### src/core/lois_pkg.sv
// Constants, codes and register map of the link and online status block.
// Contract
// RULE1: P2P master link on; off after 3x timeout.
// RULE2: P2P online off unlinked, green once linked.
// RULE3: Severed P2P flashes online red per drop.
// RULE4: P2P link red forces online off.
// RULE5: Broadcast/SCADA master link green on data, 3x timeout.
// RULE6: Broadcast/SCADA online green on data, short off.
// RULE7: Dial-up online off unconnected, green connected.
// RULE8: Dial-up master link on; off after 3x.
// RULE9: Dialler flashes red per drop; link red, online off.
// RULE10: Called unit online off on first missed poll.
// RULE11: Slave link on while locked; off after 2x.
// RULE12: DCD/CTS high while followed indicator lit.
// RULE13: Link timeout and poll interval configure timers.
package lois_pkg;
    // Clock rate and the length of one millisecond in cycles.
    localparam int CLK_MHZ = 125;
    localparam int MS_NS = 1000000;
    localparam int MS_CYCLES = MS_NS / 1000 * CLK_MHZ;

    // Hold multipliers of the network link timeout.
    localparam logic [1:0] MASTER_MULT = 2'h3;
    localparam logic [1:0] SLAVE_MULT = 2'h2;
    // Online hold after data in broadcast and SCADA modes, in ms.
    localparam logic [17:0] SHORT_MS = 18'h001F4;
    localparam int TMR_W = 18;

    typedef enum logic [1:0] {
        MODE_P2P = 2'h0,
        MODE_BCAST = 2'h1,
        MODE_DIAL = 2'h2,
        MODE_SCADA = 2'h3
    } lois_mode_t;

    typedef enum logic [1:0] {
        IND_OFF = 2'h0,
        IND_RED = 2'h1,
        IND_GREEN = 2'h2
    } lois_ind_t;

    typedef enum logic [1:0] {
        FOL_HIGH = 2'h0,
        FOL_ONLINE = 2'h1,
        FOL_LINK = 2'h2,
        FOL_LOW = 2'h3
    } lois_fol_t;

    // Register byte offsets.
    localparam logic [7:0] ADDR_CTRL = 8'h00;
    localparam logic [7:0] ADDR_LTO = 8'h04;
    localparam logic [7:0] ADDR_POLL = 8'h08;
    localparam logic [7:0] ADDR_STAT = 8'h0C;
    localparam logic [7:0] ADDR_ISTAT = 8'h10;
    localparam logic [7:0] ADDR_IMASK = 8'h14;

    // Control fields.
    localparam int CTRL_MODE_LSB = 0;
    localparam int CTRL_MASTER_BIT = 2;
    localparam int CTRL_DCD_LSB = 4;
    localparam int CTRL_CTS_LSB = 6;

    // Status fields.
    localparam int STAT_LINK_LSB = 0;
    localparam int STAT_ONL_LSB = 2;
    localparam int STAT_CONN_BIT = 4;

    // Interrupt bits.
    localparam int INT_W = 4;
    localparam int INT_LINK = 0;
    localparam int INT_ONL = 1;
    localparam int INT_DROP = 2;
    localparam int INT_MISS = 3;

    // Reset values.
    localparam logic [15:0] LTO_RST = 16'h01F4;
    localparam logic [15:0] POLL_RST = 16'h0BB8;
endpackage

### src/core/lois_ms_timer.sv
// Millisecond down-counter used for indicator hold and flash times.
`timescale 1ns/1ps
module lois_ms_timer #(
    parameter int W = 18
) (
    input wire logic pclk,
    input wire logic presetn,
    input wire logic tick,
    input wire logic load,
    input wire logic [W-1:0] load_val,
    output logic busy,
    output logic done
);
    logic [W-1:0] cnt_r;

    // A load of zero cancels a running count without a done pulse.
    always_ff @(posedge pclk or negedge presetn) begin
        if (!presetn) begin
            cnt_r <= '0;
        end else if (load) begin
            cnt_r <= load_val;
        end else if (tick && cnt_r != '0) begin
            cnt_r <= cnt_r - 1'b1;
        end
    end

    assign busy = cnt_r != '0;
    assign done = !load && tick && cnt_r == {{(W-1){1'b0}}, 1'b1};
endmodule

### src/core/lois_link_status.sv
// Network link and online indicator logic with its APB register file.
`timescale 1ns/1ps
module lois_link_status #(
    parameter int MS_CYCLES = lois_pkg::MS_CYCLES
) (
    input wire logic pclk,
    input wire logic presetn,
    input wire logic [7:0] paddr,
    input wire logic psel,
    input wire logic penable,
    input wire logic pwrite,
    input wire logic [31:0] pwdata,
    output logic [31:0] prdata,
    output logic pready,
    output logic pslverr,
    input wire logic conn_up,
    input wire logic conn_down,
    input wire logic rx_data,
    input wire logic master_rx,
    input wire logic locked,
    input wire logic pkt_drop,
    input wire logic poll_miss,
    input wire logic originator,
    output logic [1:0] link_ind,
    output logic [1:0] online_ind,
    output logic dcd,
    output logic cts,
    output logic irq
);
    localparam int MSC_W = $clog2(MS_CYCLES);
    localparam int TW = lois_pkg::TMR_W;

    ////////////////////////////////////////////////////////////////////////////
    // Functions.

    // Multiple of the link timeout in ms, never below one.
    function automatic logic [TW-1:0] hold_ms(input logic [15:0] ms, input logic [1:0] k);
        logic [TW-1:0] v;
        v = TW'(ms) * TW'(k);
        return (v == '0) ? {{(TW-1){1'b0}}, 1'b1} : v;
    endfunction

    // Level of a handshake output for its follow selection.
    function automatic logic follow(input lois_pkg::lois_fol_t sel,
                                    input lois_pkg::lois_ind_t lk,
                                    input lois_pkg::lois_ind_t on);
        logic v;
        v = 1'b1;
        unique case (sel)
            lois_pkg::FOL_HIGH: v = 1'b1;
            lois_pkg::FOL_ONLINE: v = on != lois_pkg::IND_OFF;
            lois_pkg::FOL_LINK: v = lk != lois_pkg::IND_OFF;
            lois_pkg::FOL_LOW: v = 1'b0;
        endcase
        return v;
    endfunction

    ////////////////////////////////////////////////////////////////////////////
    // Registers and state.

    lois_pkg::lois_mode_t mode_r;
    logic master_r;
    lois_pkg::lois_fol_t dcd_sel_r;
    lois_pkg::lois_fol_t cts_sel_r;
    logic [15:0] lto_r;
    logic [15:0] poll_r;
    logic [lois_pkg::INT_W-1:0] istat_r;
    logic [lois_pkg::INT_W-1:0] imask_r;
    logic [31:0] prdata_r;
    lois_pkg::lois_ind_t link_r;
    lois_pkg::lois_ind_t link_nxt;
    lois_pkg::lois_ind_t onl_r;
    lois_pkg::lois_ind_t onl_nxt;
    logic conn_r;
    logic conn_nxt;
    logic miss_r;
    logic miss_nxt;
    logic dcd_r;
    logic cts_r;
    logic [MSC_W-1:0] msc_r;
    logic ms_tick;
    logic lt_load;
    logic [TW-1:0] lt_val;
    logic lt_done;
    logic ot_load;
    logic [TW-1:0] ot_val;
    logic ot_busy;
    logic ot_done;
    logic conn_mode;
    logic flash_start;
    logic miss_set;
    logic wr_en;
    logic addr_ok;
    logic [lois_pkg::INT_W-1:0] ev;

    ////////////////////////////////////////////////////////////////////////////
    // APB slave. Zero wait states; read data is captured in the setup cycle.

    assign wr_en = psel && penable && pwrite;
    assign addr_ok = paddr == lois_pkg::ADDR_CTRL || paddr == lois_pkg::ADDR_LTO ||
                     paddr == lois_pkg::ADDR_POLL || paddr == lois_pkg::ADDR_STAT ||
                     paddr == lois_pkg::ADDR_ISTAT || paddr == lois_pkg::ADDR_IMASK;
    assign pready = 1'b1;
    assign pslverr = psel && penable && !addr_ok;
    assign prdata = prdata_r;

    always_ff @(posedge pclk or negedge presetn) begin
        if (!presetn) begin
            mode_r <= lois_pkg::MODE_P2P;
            master_r <= 1'b0;
            dcd_sel_r <= lois_pkg::FOL_HIGH;
            cts_sel_r <= lois_pkg::FOL_HIGH;
            lto_r <= lois_pkg::LTO_RST;
            poll_r <= lois_pkg::POLL_RST;
            imask_r <= '0;
        end else if (wr_en) begin
            unique case (paddr)
                lois_pkg::ADDR_CTRL: begin
                    mode_r <= lois_pkg::lois_mode_t'(pwdata[lois_pkg::CTRL_MODE_LSB +: 2]);
                    master_r <= pwdata[lois_pkg::CTRL_MASTER_BIT];
                    dcd_sel_r <= lois_pkg::lois_fol_t'(pwdata[lois_pkg::CTRL_DCD_LSB +: 2]);
                    cts_sel_r <= lois_pkg::lois_fol_t'(pwdata[lois_pkg::CTRL_CTS_LSB +: 2]);
                end
                lois_pkg::ADDR_LTO: lto_r <= pwdata[15:0]; // see RULE13
                lois_pkg::ADDR_POLL: poll_r <= pwdata[15:0]; // see RULE13
                lois_pkg::ADDR_IMASK: imask_r <= pwdata[lois_pkg::INT_W-1:0];
                default: begin
                end
            endcase
        end
    end

    always_ff @(posedge pclk or negedge presetn) begin
        if (!presetn) begin
            prdata_r <= '0;
        end else if (psel && !penable && !pwrite) begin
            prdata_r <= '0;
            unique case (paddr)
                lois_pkg::ADDR_CTRL: begin
                    prdata_r[lois_pkg::CTRL_MODE_LSB +: 2] <= mode_r;
                    prdata_r[lois_pkg::CTRL_MASTER_BIT] <= master_r;
                    prdata_r[lois_pkg::CTRL_DCD_LSB +: 2] <= dcd_sel_r;
                    prdata_r[lois_pkg::CTRL_CTS_LSB +: 2] <= cts_sel_r;
                end
                lois_pkg::ADDR_LTO: prdata_r[15:0] <= lto_r;
                lois_pkg::ADDR_POLL: prdata_r[15:0] <= poll_r;
                lois_pkg::ADDR_STAT: begin
                    prdata_r[lois_pkg::STAT_LINK_LSB +: 2] <= link_r;
                    prdata_r[lois_pkg::STAT_ONL_LSB +: 2] <= onl_r;
                    prdata_r[lois_pkg::STAT_CONN_BIT] <= conn_r;
                end
                lois_pkg::ADDR_ISTAT: prdata_r[lois_pkg::INT_W-1:0] <= istat_r;
                lois_pkg::ADDR_IMASK: prdata_r[lois_pkg::INT_W-1:0] <= imask_r;
                default: begin
                end
            endcase
        end
    end

    ////////////////////////////////////////////////////////////////////////////
    // Millisecond tick and the two hold timers.

    always_ff @(posedge pclk or negedge presetn) begin
        if (!presetn) begin
            msc_r <= '0;
        end else if (msc_r == MSC_W'(MS_CYCLES - 1)) begin
            msc_r <= '0;
        end else begin
            msc_r <= msc_r + 1'b1;
        end
    end
    assign ms_tick = msc_r == MSC_W'(MS_CYCLES - 1);

    lois_ms_timer #(.W(TW)) u_link_tmr (
        .pclk(pclk),
        .presetn(presetn),
        .tick(ms_tick),
        .load(lt_load),
        .load_val(lt_val),
        .busy(),
        .done(lt_done)
    );

    lois_ms_timer #(.W(TW)) u_onl_tmr (
        .pclk(pclk),
        .presetn(presetn),
        .tick(ms_tick),
        .load(ot_load),
        .load_val(ot_val),
        .busy(ot_busy),
        .done(ot_done)
    );

    ////////////////////////////////////////////////////////////////////////////
    // Connection tracking. A connect in the same cycle as a close wins.

    assign conn_mode = mode_r == lois_pkg::MODE_P2P || mode_r == lois_pkg::MODE_DIAL;
    assign conn_nxt = conn_up || (conn_r && !conn_down);
    assign miss_set = conn_mode && mode_r == lois_pkg::MODE_DIAL && !originator &&
                      conn_r && poll_miss;
    assign miss_nxt = !conn_up && (miss_set || miss_r);
    assign flash_start = conn_mode && conn_r && !conn_down && !conn_up && !miss_r && pkt_drop &&
                         (mode_r == lois_pkg::MODE_P2P || originator);

    always_ff @(posedge pclk or negedge presetn) begin
        if (!presetn) begin
            conn_r <= 1'b0;
            miss_r <= 1'b0;
        end else begin
            conn_r <= conn_nxt;
            miss_r <= miss_nxt;
        end
    end

    ////////////////////////////////////////////////////////////////////////////
    // Network link indicator.

    always_comb begin
        link_nxt = link_r;
        lt_load = 1'b0;
        lt_val = '0;
        if (!master_r) begin
            if (!locked) begin
                link_nxt = lois_pkg::IND_OFF; // see RULE11
                lt_load = 1'b1;
            end else if (master_rx) begin
                link_nxt = lois_pkg::IND_GREEN; // see RULE11
                lt_load = 1'b1;
                lt_val = hold_ms(lto_r, lois_pkg::SLAVE_MULT); // see RULE13
            end else if (lt_done) begin
                link_nxt = lois_pkg::IND_OFF; // see RULE11
            end
        end else if (conn_mode) begin
            if (conn_up) begin
                link_nxt = lois_pkg::IND_GREEN; // see RULE1 see RULE8
                lt_load = 1'b1;
            end else if (conn_down && link_r == lois_pkg::IND_GREEN) begin
                link_nxt = lois_pkg::IND_RED; // see RULE1 see RULE8
                lt_load = 1'b1;
                lt_val = hold_ms(lto_r, lois_pkg::MASTER_MULT);
            end else if (lt_done) begin
                link_nxt = lois_pkg::IND_OFF; // see RULE1 see RULE8
            end
        end else begin
            if (rx_data) begin
                link_nxt = lois_pkg::IND_GREEN; // see RULE5
                lt_load = 1'b1;
                lt_val = hold_ms(lto_r, lois_pkg::MASTER_MULT);
            end else if (lt_done) begin
                link_nxt = lois_pkg::IND_OFF; // see RULE5
            end
        end
    end

    always_ff @(posedge pclk or negedge presetn) begin
        if (!presetn) begin
            link_r <= lois_pkg::IND_OFF;
        end else begin
            link_r <= link_nxt;
        end
    end

    ////////////////////////////////////////////////////////////////////////////
    // Online indicator. A red flash lasts half a poll interval.

    always_comb begin
        onl_nxt = onl_r;
        ot_load = 1'b0;
        ot_val = '0;
        if (conn_mode) begin
            if (link_nxt == lois_pkg::IND_RED && master_r) begin
                onl_nxt = lois_pkg::IND_OFF; // see RULE4 see RULE9
                ot_load = 1'b1;
            end else if (conn_up) begin
                onl_nxt = lois_pkg::IND_GREEN; // see RULE2 see RULE7
                ot_load = 1'b1;
            end else if (conn_down) begin
                onl_nxt = lois_pkg::IND_OFF; // see RULE2 see RULE7
                ot_load = 1'b1;
            end else if (miss_set) begin
                onl_nxt = lois_pkg::IND_OFF; // see RULE10
                ot_load = 1'b1;
            end else if (flash_start) begin
                onl_nxt = lois_pkg::IND_RED; // see RULE3 see RULE9
                ot_load = 1'b1;
                ot_val = (poll_r[15:1] == '0) ? TW'(1) : TW'(poll_r[15:1]); // see RULE13
            end else if (ot_done && onl_r == lois_pkg::IND_RED) begin
                onl_nxt = lois_pkg::IND_GREEN; // see RULE3
            end
        end else begin
            if (rx_data) begin
                onl_nxt = lois_pkg::IND_GREEN; // see RULE6
                ot_load = 1'b1;
                ot_val = lois_pkg::SHORT_MS;
            end else if (ot_done) begin
                onl_nxt = lois_pkg::IND_OFF; // see RULE6
            end
        end
    end

    always_ff @(posedge pclk or negedge presetn) begin
        if (!presetn) begin
            onl_r <= lois_pkg::IND_OFF;
        end else begin
            onl_r <= onl_nxt;
        end
    end

    assign link_ind = link_r;
    assign online_ind = onl_r;

    ////////////////////////////////////////////////////////////////////////////
    // Serial handshake outputs.

    always_ff @(posedge pclk or negedge presetn) begin
        if (!presetn) begin
            dcd_r <= 1'b1;
            cts_r <= 1'b1;
        end else begin
            dcd_r <= follow(dcd_sel_r, link_nxt, onl_nxt); // see RULE12
            cts_r <= follow(cts_sel_r, link_nxt, onl_nxt); // see RULE12
        end
    end
    assign dcd = dcd_r;
    assign cts = cts_r;

    ////////////////////////////////////////////////////////////////////////////
    // Interrupts. A new event wins over a write-one-to-clear.

    always_comb begin
        ev = '0;
        ev[lois_pkg::INT_LINK] = link_nxt != link_r;
        ev[lois_pkg::INT_ONL] = onl_nxt != onl_r;
        ev[lois_pkg::INT_DROP] = flash_start;
        ev[lois_pkg::INT_MISS] = miss_set;
    end

    always_ff @(posedge pclk or negedge presetn) begin
        if (!presetn) begin
            istat_r <= '0;
        end else if (wr_en && paddr == lois_pkg::ADDR_ISTAT) begin
            istat_r <= (istat_r & ~pwdata[lois_pkg::INT_W-1:0]) | ev;
        end else begin
            istat_r <= istat_r | ev;
        end
    end
    assign irq = |(istat_r & imask_r);
endmodule

### config.mk
export PLATFORM = sky130hd
export DESIGN_NAME = lois_link_status
export DESIGN_NICKNAME = d
export VERILOG_FILES = /design/src/core/lois_pkg.sv /design/src/core/lois_ms_timer.sv /design/src/core/lois_link_status.sv
export SDC_FILE = /design/constraint.sdc
export NUM_CORES = 1
export LEC_CHECK = 0
export BUFFER_PORTS_ARGS = -buffer_cell sky130_fd_sc_hd__buf_2
export CAP_MARGIN = 20
export CORE_MARGIN = 10
export CORE_UTILIZATION = 59
export DETAILED_ROUTE_END_ITERATION = 16
export GPL_TIMING_DRIVEN = 0
export PLACE_DENSITY_LB_ADDON = 0.3
export RECOVER_POWER = 25
export REMOVE_ABC_BUFFERS = 1
export SYNTH_ARGS = -nofsm -noshare
export SYNTH_HDL_FRONTEND = slang
export SYNTH_SLANG_ARGS = --single-unit
### constraint.sdc
create_clock -name pclk -period 3.6 [get_ports pclk]
set_input_delay 0.54 -clock pclk [delete_from_list [all_inputs] [get_ports pclk]]
set_output_delay 0.54 -clock pclk [all_outputs]
set_load 0.02 [all_outputs]
### Word level (Yosys, flattened, before mapping)

Cells that the tools add are included.
Widths: inputs -> output; s select.

| cells by class | value |
|---|---|
| $mul | 1 |
| add/subtract/negate cells | 3 |
| eq/ne operators | 20 |
| mux-type cells | 60 |
| bitwise logic cells | 5 |
| reductions and logical operators | 63 |

Operators by type and width:

| kind | number |
|---|---|
| $mux 18 | 11 |
| $mux 15 | 6 |
| $mux 17 | 4 |
| $eq 18x1->1 const B | 2 |
| $logic_not 18->1 | 2 |
| $reduce_bool 18->1 | 2 |
| $sub 18x1->18 const B | 2 |
| $mux 2 | 17 |
| $logic_and 1x1->1 | 27 |
| $mul 16x2->18 const B | 1 |
| $pmux 3 s6 | 1 |
| $add 17x1->17 const B | 1 |
| $eq 17x17->1 const B | 1 |
| $eq 8x4->1 const B | 2 |
| $eq 8x5->1 const B | 2 |
| $pmux 8 s2 | 1 |
| $logic_not 15->1 | 1 |
| $mux 1 | 13 |
| $eq 2x2->1 const B | 6 |
| $pmux 1 s4 | 3 |
| $logic_not 1->1 | 9 |
| $logic_or 1x1->1 | 9 |
| $mux 9 | 1 |
| $pmux 3 s3 | 1 |
| 13 further kinds | 27 |

| word-level totals | value |
|---|---|
| input bits | 53 |
| flip-flop bits (word level) | 124 |
| word-level logic and storage cells | 170 |
| output and inout bits | 41 |

### Longest topological paths before layout

| logic depth | value |
|---|---|
| depth in word-level cells | 32 |
| depth in mapped cells | 11 |

### Hierarchy

A second synthesis with hierarchy kept.

| second synthesis, totals | value |
|---|---|
| cell total of the unflattened synthesis | 906 |
| area total of the unflattened synthesis | 8112.8 um^2 |

Modules (own cells, without submodules):

| module | sequential area each (um^2) | cells each | instances | area an instance (um^2) |
|---|---|---|---|---|
| lois_link_status | 2220.9 | 623 | 1 | 5632.9 |
| lois_ms_timer at u_onl_tmr | 450.4 | 144 | 1 | 1263.7 |
| lois_ms_timer at u_link_tmr | 450.4 | 139 | 1 | 1216.2 |

### Least setup slack after synthesis

OpenSTA, ideal clock, no wires.

| timing path | value |
|---|---|
| path type | reg2reg |
| start | register lto_r[4] |
| end | register u_link_tmr.cnt_r[0] |
| path slack | 0.696 ns |
| stages on the path, launching flop included | 10 |
| buffers on the path | 0 |
| data required time | 3.535 ns |
| data arrival time | 2.839 ns |
| path through | dfstp_2 > inv_1 > ha_1 > a21o_1 > a2111oi_0 > nor3_1 > or3_1 > or4b_1 > nor4_1 > a31o_2 |

| between the ends | value |
|---|---|
| cells in the longest elaborated chain, start to end | 8 |
| elaborated cells on any way between the ends | 13 |

RTL lines:

| item | RTL line | source |
|---|---|---|
| start: declaration | lois_link_status.sv:65 | `logic [15:0] lto_r;` |
| start signal: assignment | lois_link_status.sv:113 | `lto_r <= lois_pkg::LTO_RST;` |
| start signal: assignment | lois_link_status.sv:124 | `lois_pkg::ADDR_LTO: lto_r <= pwdata[15:0];` |
| $mul 16x2->18 | lois_link_status.sv:39 | `v = TW'(ms) * TW'(k);` |
| $logic_not 18->1 | lois_link_status.sv:40 | `return (v == '0) ? {{(TW-1){1'b0}}, 1'b1} : v;` |
| $mux 18 | lois_link_status.sv:40 |  |
| $mux 18 | lois_link_status.sv:237 | `end else if (conn_down && link_r == lois_pkg::IND_GREEN) begin` |
| $mux 18 | lois_link_status.sv:234 | `if (conn_up) begin` |
| $mux 18 | lois_link_status.sv:233 | `end else if (conn_mode) begin` |
| $mux 18 * | lois_link_status.sv:222 | `if (!master_r) begin` |
| $mux 18 * | lois_ms_timer.sv:20 | `end else if (load) begin` |
| end signal: assignment | lois_ms_timer.sv:21 | `cnt_r <= load_val;` |
| end signal: assignment | lois_ms_timer.sv:23 | `cnt_r <= cnt_r - 1'b1;` |
| end: declaration | lois_ms_timer.sv:14 | `logic [W-1:0] cnt_r;` |

Every way passes the cells marked *; elsewhere a longest branch is shown, timed or not.
A chain may end at the register's enable or synchronous reset.

### Final worst setup path

Ends and elaborated chain as after synthesis.

==> results.txt <==
The final setup skew is 0.00869 ns. TritonCTS built the clock tree. During synthesis, Yosys emitted a total of 0 warnings. The static leakage is 3.93 nW. The global-route total usage across every layer is 0.240. The portion of total power attributed to combinational logic came out at 0.118. The die area is 18,200 um2.

Power comes to 3.50 mW. In this run the count of I/O pins placed on the die edge is 94. Setup repair after global routing left no endpoint under its margin. The H-tree level count is 4. The root buffer cell chosen for the clock tree is sky130_fd_sc_hd__clkbuf_16. The arrival time of data at the critical path endpoint came out at 3.71 ns. Summing every instance area after synthesis gives 7780 um2. In this run the worst hold path is classified as primary input to flip-flop. Setup violations remaining at the end of the flow were counted as 0.

The post-synthesis async set-or-reset flop share is 1.00. At the end of the flow, the number of nets in the layout was 980. The clock-pin slew on the worst setup and hold paths came out at 0.06 ns. The die extent in x is 135 um. The ratio of routed vias to standard cells came out at 6.44. The final reports fail on max-capacitance violations, max-slew violations. The final number of max-transition violations came out at 66. The critical path start-end classification is flip-flop to flip-flop. By count the netlist is led by 109 x sky130_fd_sc_hd__dfrtp_1, 83 x sky130_fd_sc_hd__nand2_1, 76 x sky130_fd_sc_hd__nor2_1, 44 x sky130_fd_sc_hd__mux2_2, 42 x sky130_fd_sc_hd__inv_1. The required time at the worst-slack endpoint came out at 3.96 ns.

The register bit total from synthesis came out at 124. The number of fill cells in the layout came out at 999. The largest voltage drop on the vdd net came out at 0.362 mV. The number of DRC violations after detailed routing is 0. The power per standard cell area came out at 398 nW/um2.

The region available for standard cell placement spans 12,800 um2. For this design, the sink count on the clock tree is 124. The total congestion overflow after global routing came out at 0. The actual slew at the worst max-slew pin came out at 1.58 ns. The number of antenna violations at the first check in global routing came out at 1. The post-route setup TNS is 0 ns. After synthesis, the cell types taking the most area are sky130_fd_sc_hd__dfrtp_1 35%, sky130_fd_sc_hd__mux2_2 6.4%, sky130_fd_sc_hd__dfstp_2 5.1%, sky130_fd_sc_hd__ha_1 4.8%, sky130_fd_sc_hd__nand2_1 4.0%. The leading register cell type out of synthesis is sky130_fd_sc_hd__dfrtp_1. The worst reg2reg path depth came out at 9. The combined area of the multi-input logic cells is 4390 um2. sky130_fd_sc_hd__dfrtp_1 takes more of the synthesized area than any other cell.

The vertical die dimension came out at 135 um. The category of the worst setup path capture point is a flip-flop. Entering global routing, the biggest net connects 66 pins. The initial utilization of the core area, before any placement, comes to 0.609. By instance count, the leading cell after synthesis is sky130_fd_sc_hd__dfrtp_1. The share of total power dissipated in sequential elements is 0.432. The peak fanout along the critical path came out at 6. The total net switching power came out at 1.02 mW. The synthesized design contains 0 enable-type register cells. The run finished, with violations left. The via count of the first global-routing pass is 6,944. Of the available clock period, the critical path in the final layout requires 0.929. The final weighted congestion of routability-driven global placement is 0.915.

The number of instances in the synthesized netlist came out at 832. The launching element type of the critical path is a flip-flop. The hold-critical path depth came out at 2. The number of search-and-repair iterations in the first detailed-routing pass is 6.

The wire length after detailed routing came out at 21,800 um. Of the post-synthesis cell area, the dominant cell type holds 0.350. The headroom to the max-slew limit came out at -0.0526. The share of cells above drive strength 1 came out at 0.198.

After the first detailed-routing iteration, the DRC count stood at 821. The shortest period the worst path allows is 3.35 ns. The average cell area after synthesis is 9.35 um2. The footprint of the flip-flops and latches came out at 3120 um2. After legalization and detailed placement, the total HPWL measured 16,300 um. The number of endpoints with negative hold slack in the final report is 0. The post-route antenna net violation count came out at 0. The register area share after synthesis came out at 0.401.

Counting the buffers created by CTS gives 17. Buffers inserted to repair hold after CTS numbered 0. The average wire per standard cell came out at 20.1 um.

The unique cell type count in the Yosys netlist came out at 78. The quantity of I/O buffers inserted on ports came out at 60. The initialized floorplan defines 41 standard-cell rows. Across the run, the number of max-cap violations was 1. The first global-routing pass estimated 35,500 um of wire. The clock network power share is 0.450. The internal cell power is 2.48 mW. The number of buffers between clock root and the deepest sink is 2. The area growth from synthesis to final layout came out at 12.9%. The later-pin clock latency in the skew report came out at 0.43 ns.

The proportion of total power due to net switching came out at 0.291. Across all layers, the routed design uses 6,972 vias. Timing would allow up to 0.299 GHz.
registers in the layout (all words and copies together), names as in the netlist:
name / cells
conn_r: 1
cts: 1
cts_sel_r: 2
dcd: 1
dcd_sel_r: 2
imask_r: 4
istat_r: 4
link_ind: 2
lto_r: 16
master_r: 1
miss_r: 1
mode_r: 2
msc_r: 17
online_ind: 2
poll_r: 16
prdata: 16
u_link_tmr.cnt_r: 18
u_onl_tmr.cnt_r: 18
critical path, stage by stage, from the launching register on:
cell,delay (ns)
sky130_fd_sc_hd__dfstp_2,0.60
sky130_fd_sc_hd__inv_1,0.06
sky130_fd_sc_hd__ha_1,0.36
sky130_fd_sc_hd__a21o_1,0.22
sky130_fd_sc_hd__a2111oi_0,0.48
sky130_fd_sc_hd__nor3_1,0.09
sky130_fd_sc_hd__or3_1,0.35
sky130_fd_sc_hd__or4b_1,0.51
sky130_fd_sc_hd__nor4_2,0.41
sky130_fd_sc_hd__a31o_2,0.20
power by group through the flow:
stage / clock network [mW] / registers (mW) / logic (mW)
after floorplan: 0 / 1.55 / 0.222
after global placement: 0 / 1.53 / 0.389
after detailed placement: 0 / 1.53 / 0.409
after CTS: 1.59 / 1.51 / 0.413
after global routing: 1.65 / 1.52 / 0.456
final: 1.58 / 1.51 / 0.413
metrics by stage:
stage               hold WS (ns)   util  worst slack, ns  std cells  cell area [um2]
global placement           0.466  0.638           -0.580       1043             8160
finish                     0.366  0.688            0.254       1082             8780
CTS                        0.122  0.687           0.0522       1079             8770
floorplan                  0.244      -            0.693        811             7640
detailed placement         0.472  0.644           -0.220       1047             8230
global route               0.359  0.687           0.0910       1081             8780
kinds of logic after synthesis:
family                     share of synthesized area
AOI/OAI and AO/OA                              0.177
buffers and inverters                         0.0458
other                                       0.000965
muxes                                         0.0675
xor gates and xnor gates                      0.0495
and+or+nand+nor                                0.207
adders and majority gates                     0.0508
DFF                                            0.401
repair_timing:
| action | 4_1_cts | 5_1_grt |
|---|---|---|
| setup endpoints to repair | 0 | 3 |
| buffers inserted | 0 | 0 |
| resized for setup | 0 | 3 |
layout by cell type (no fill, tap or decap), drive strengths merged, types with 7 or more instances in the layout:
| master | synthesis | routed |
|---|---|---|
| a21oi | 34 | 34 |
| nor2 | 77 | 77 |
| and3 | 8 | 8 |
| o21ai | 37 | 37 |
| ha | 30 | 30 |
| a31oi | 15 | 15 |
| dfstp | 15 | 15 |
| nand2 | 83 | 83 |
| xnor2 | 20 | 20 |
| and2 | 7 | 7 |
| conb | 2 | 17 |
| nand3b | 7 | 7 |
| buf | 17 | 64 |
| inv | 42 | 47 |
| a22oi | 17 | 17 |
| dfrtp | 109 | 109 |
| a221oi | 18 | 18 |
| mux2 | 44 | 44 |
| clkbuf | 19 | 19 |
| or3 | 12 | 12 |
| nand2b | 10 | 10 |
| xor2 | 24 | 24 |
| nor3 | 28 | 28 |
| nor3b | 7 | 7 |
| nand3 | 28 | 28 |
| nor4 | 11 | 11 |
| a222oi | 8 | 8 |
layout make-up:
class | instances | area share
Clock buffer | 17 | 0.0484
Timing Repair Buffer | 66 | 0.0407
Sequential cell | 124 | 0.355
Tap cell | 172 | 0.0245
Clock inverter | 15 | 0.0131
Inverter | 42 | 0.0179
Antenna cell | 1 | 0.000285
Multi-Input combinational cell | 645 | 0.500
final timing paths:
kind,start,end,slack [ns]
hold / removal,pwdata[14],poll_r[14],0.37
setup / recovery,lto_r[4],u_link_tmr.cnt_r[0],0.25
hold reg to reg,msc_r[0],msc_r[0],0.48
setup reg to reg,lto_r[4],u_link_tmr.cnt_r[0],0.25
min in group asynchronous,presetn,u_link_tmr.cnt_r[9],0.51
max in group asynchronous,presetn,prdata[8],0.91
layer usage:
metal	wire (um)	track usage	vias up
met4	435	0.0701	0
li1	-	-	3183
met5	0	0	-
met2	10300	0.391	343
met3	1710	0.0623	49
met1	9290	0.306	3397
No activity file was read; power rests on OpenSTA's default activity.
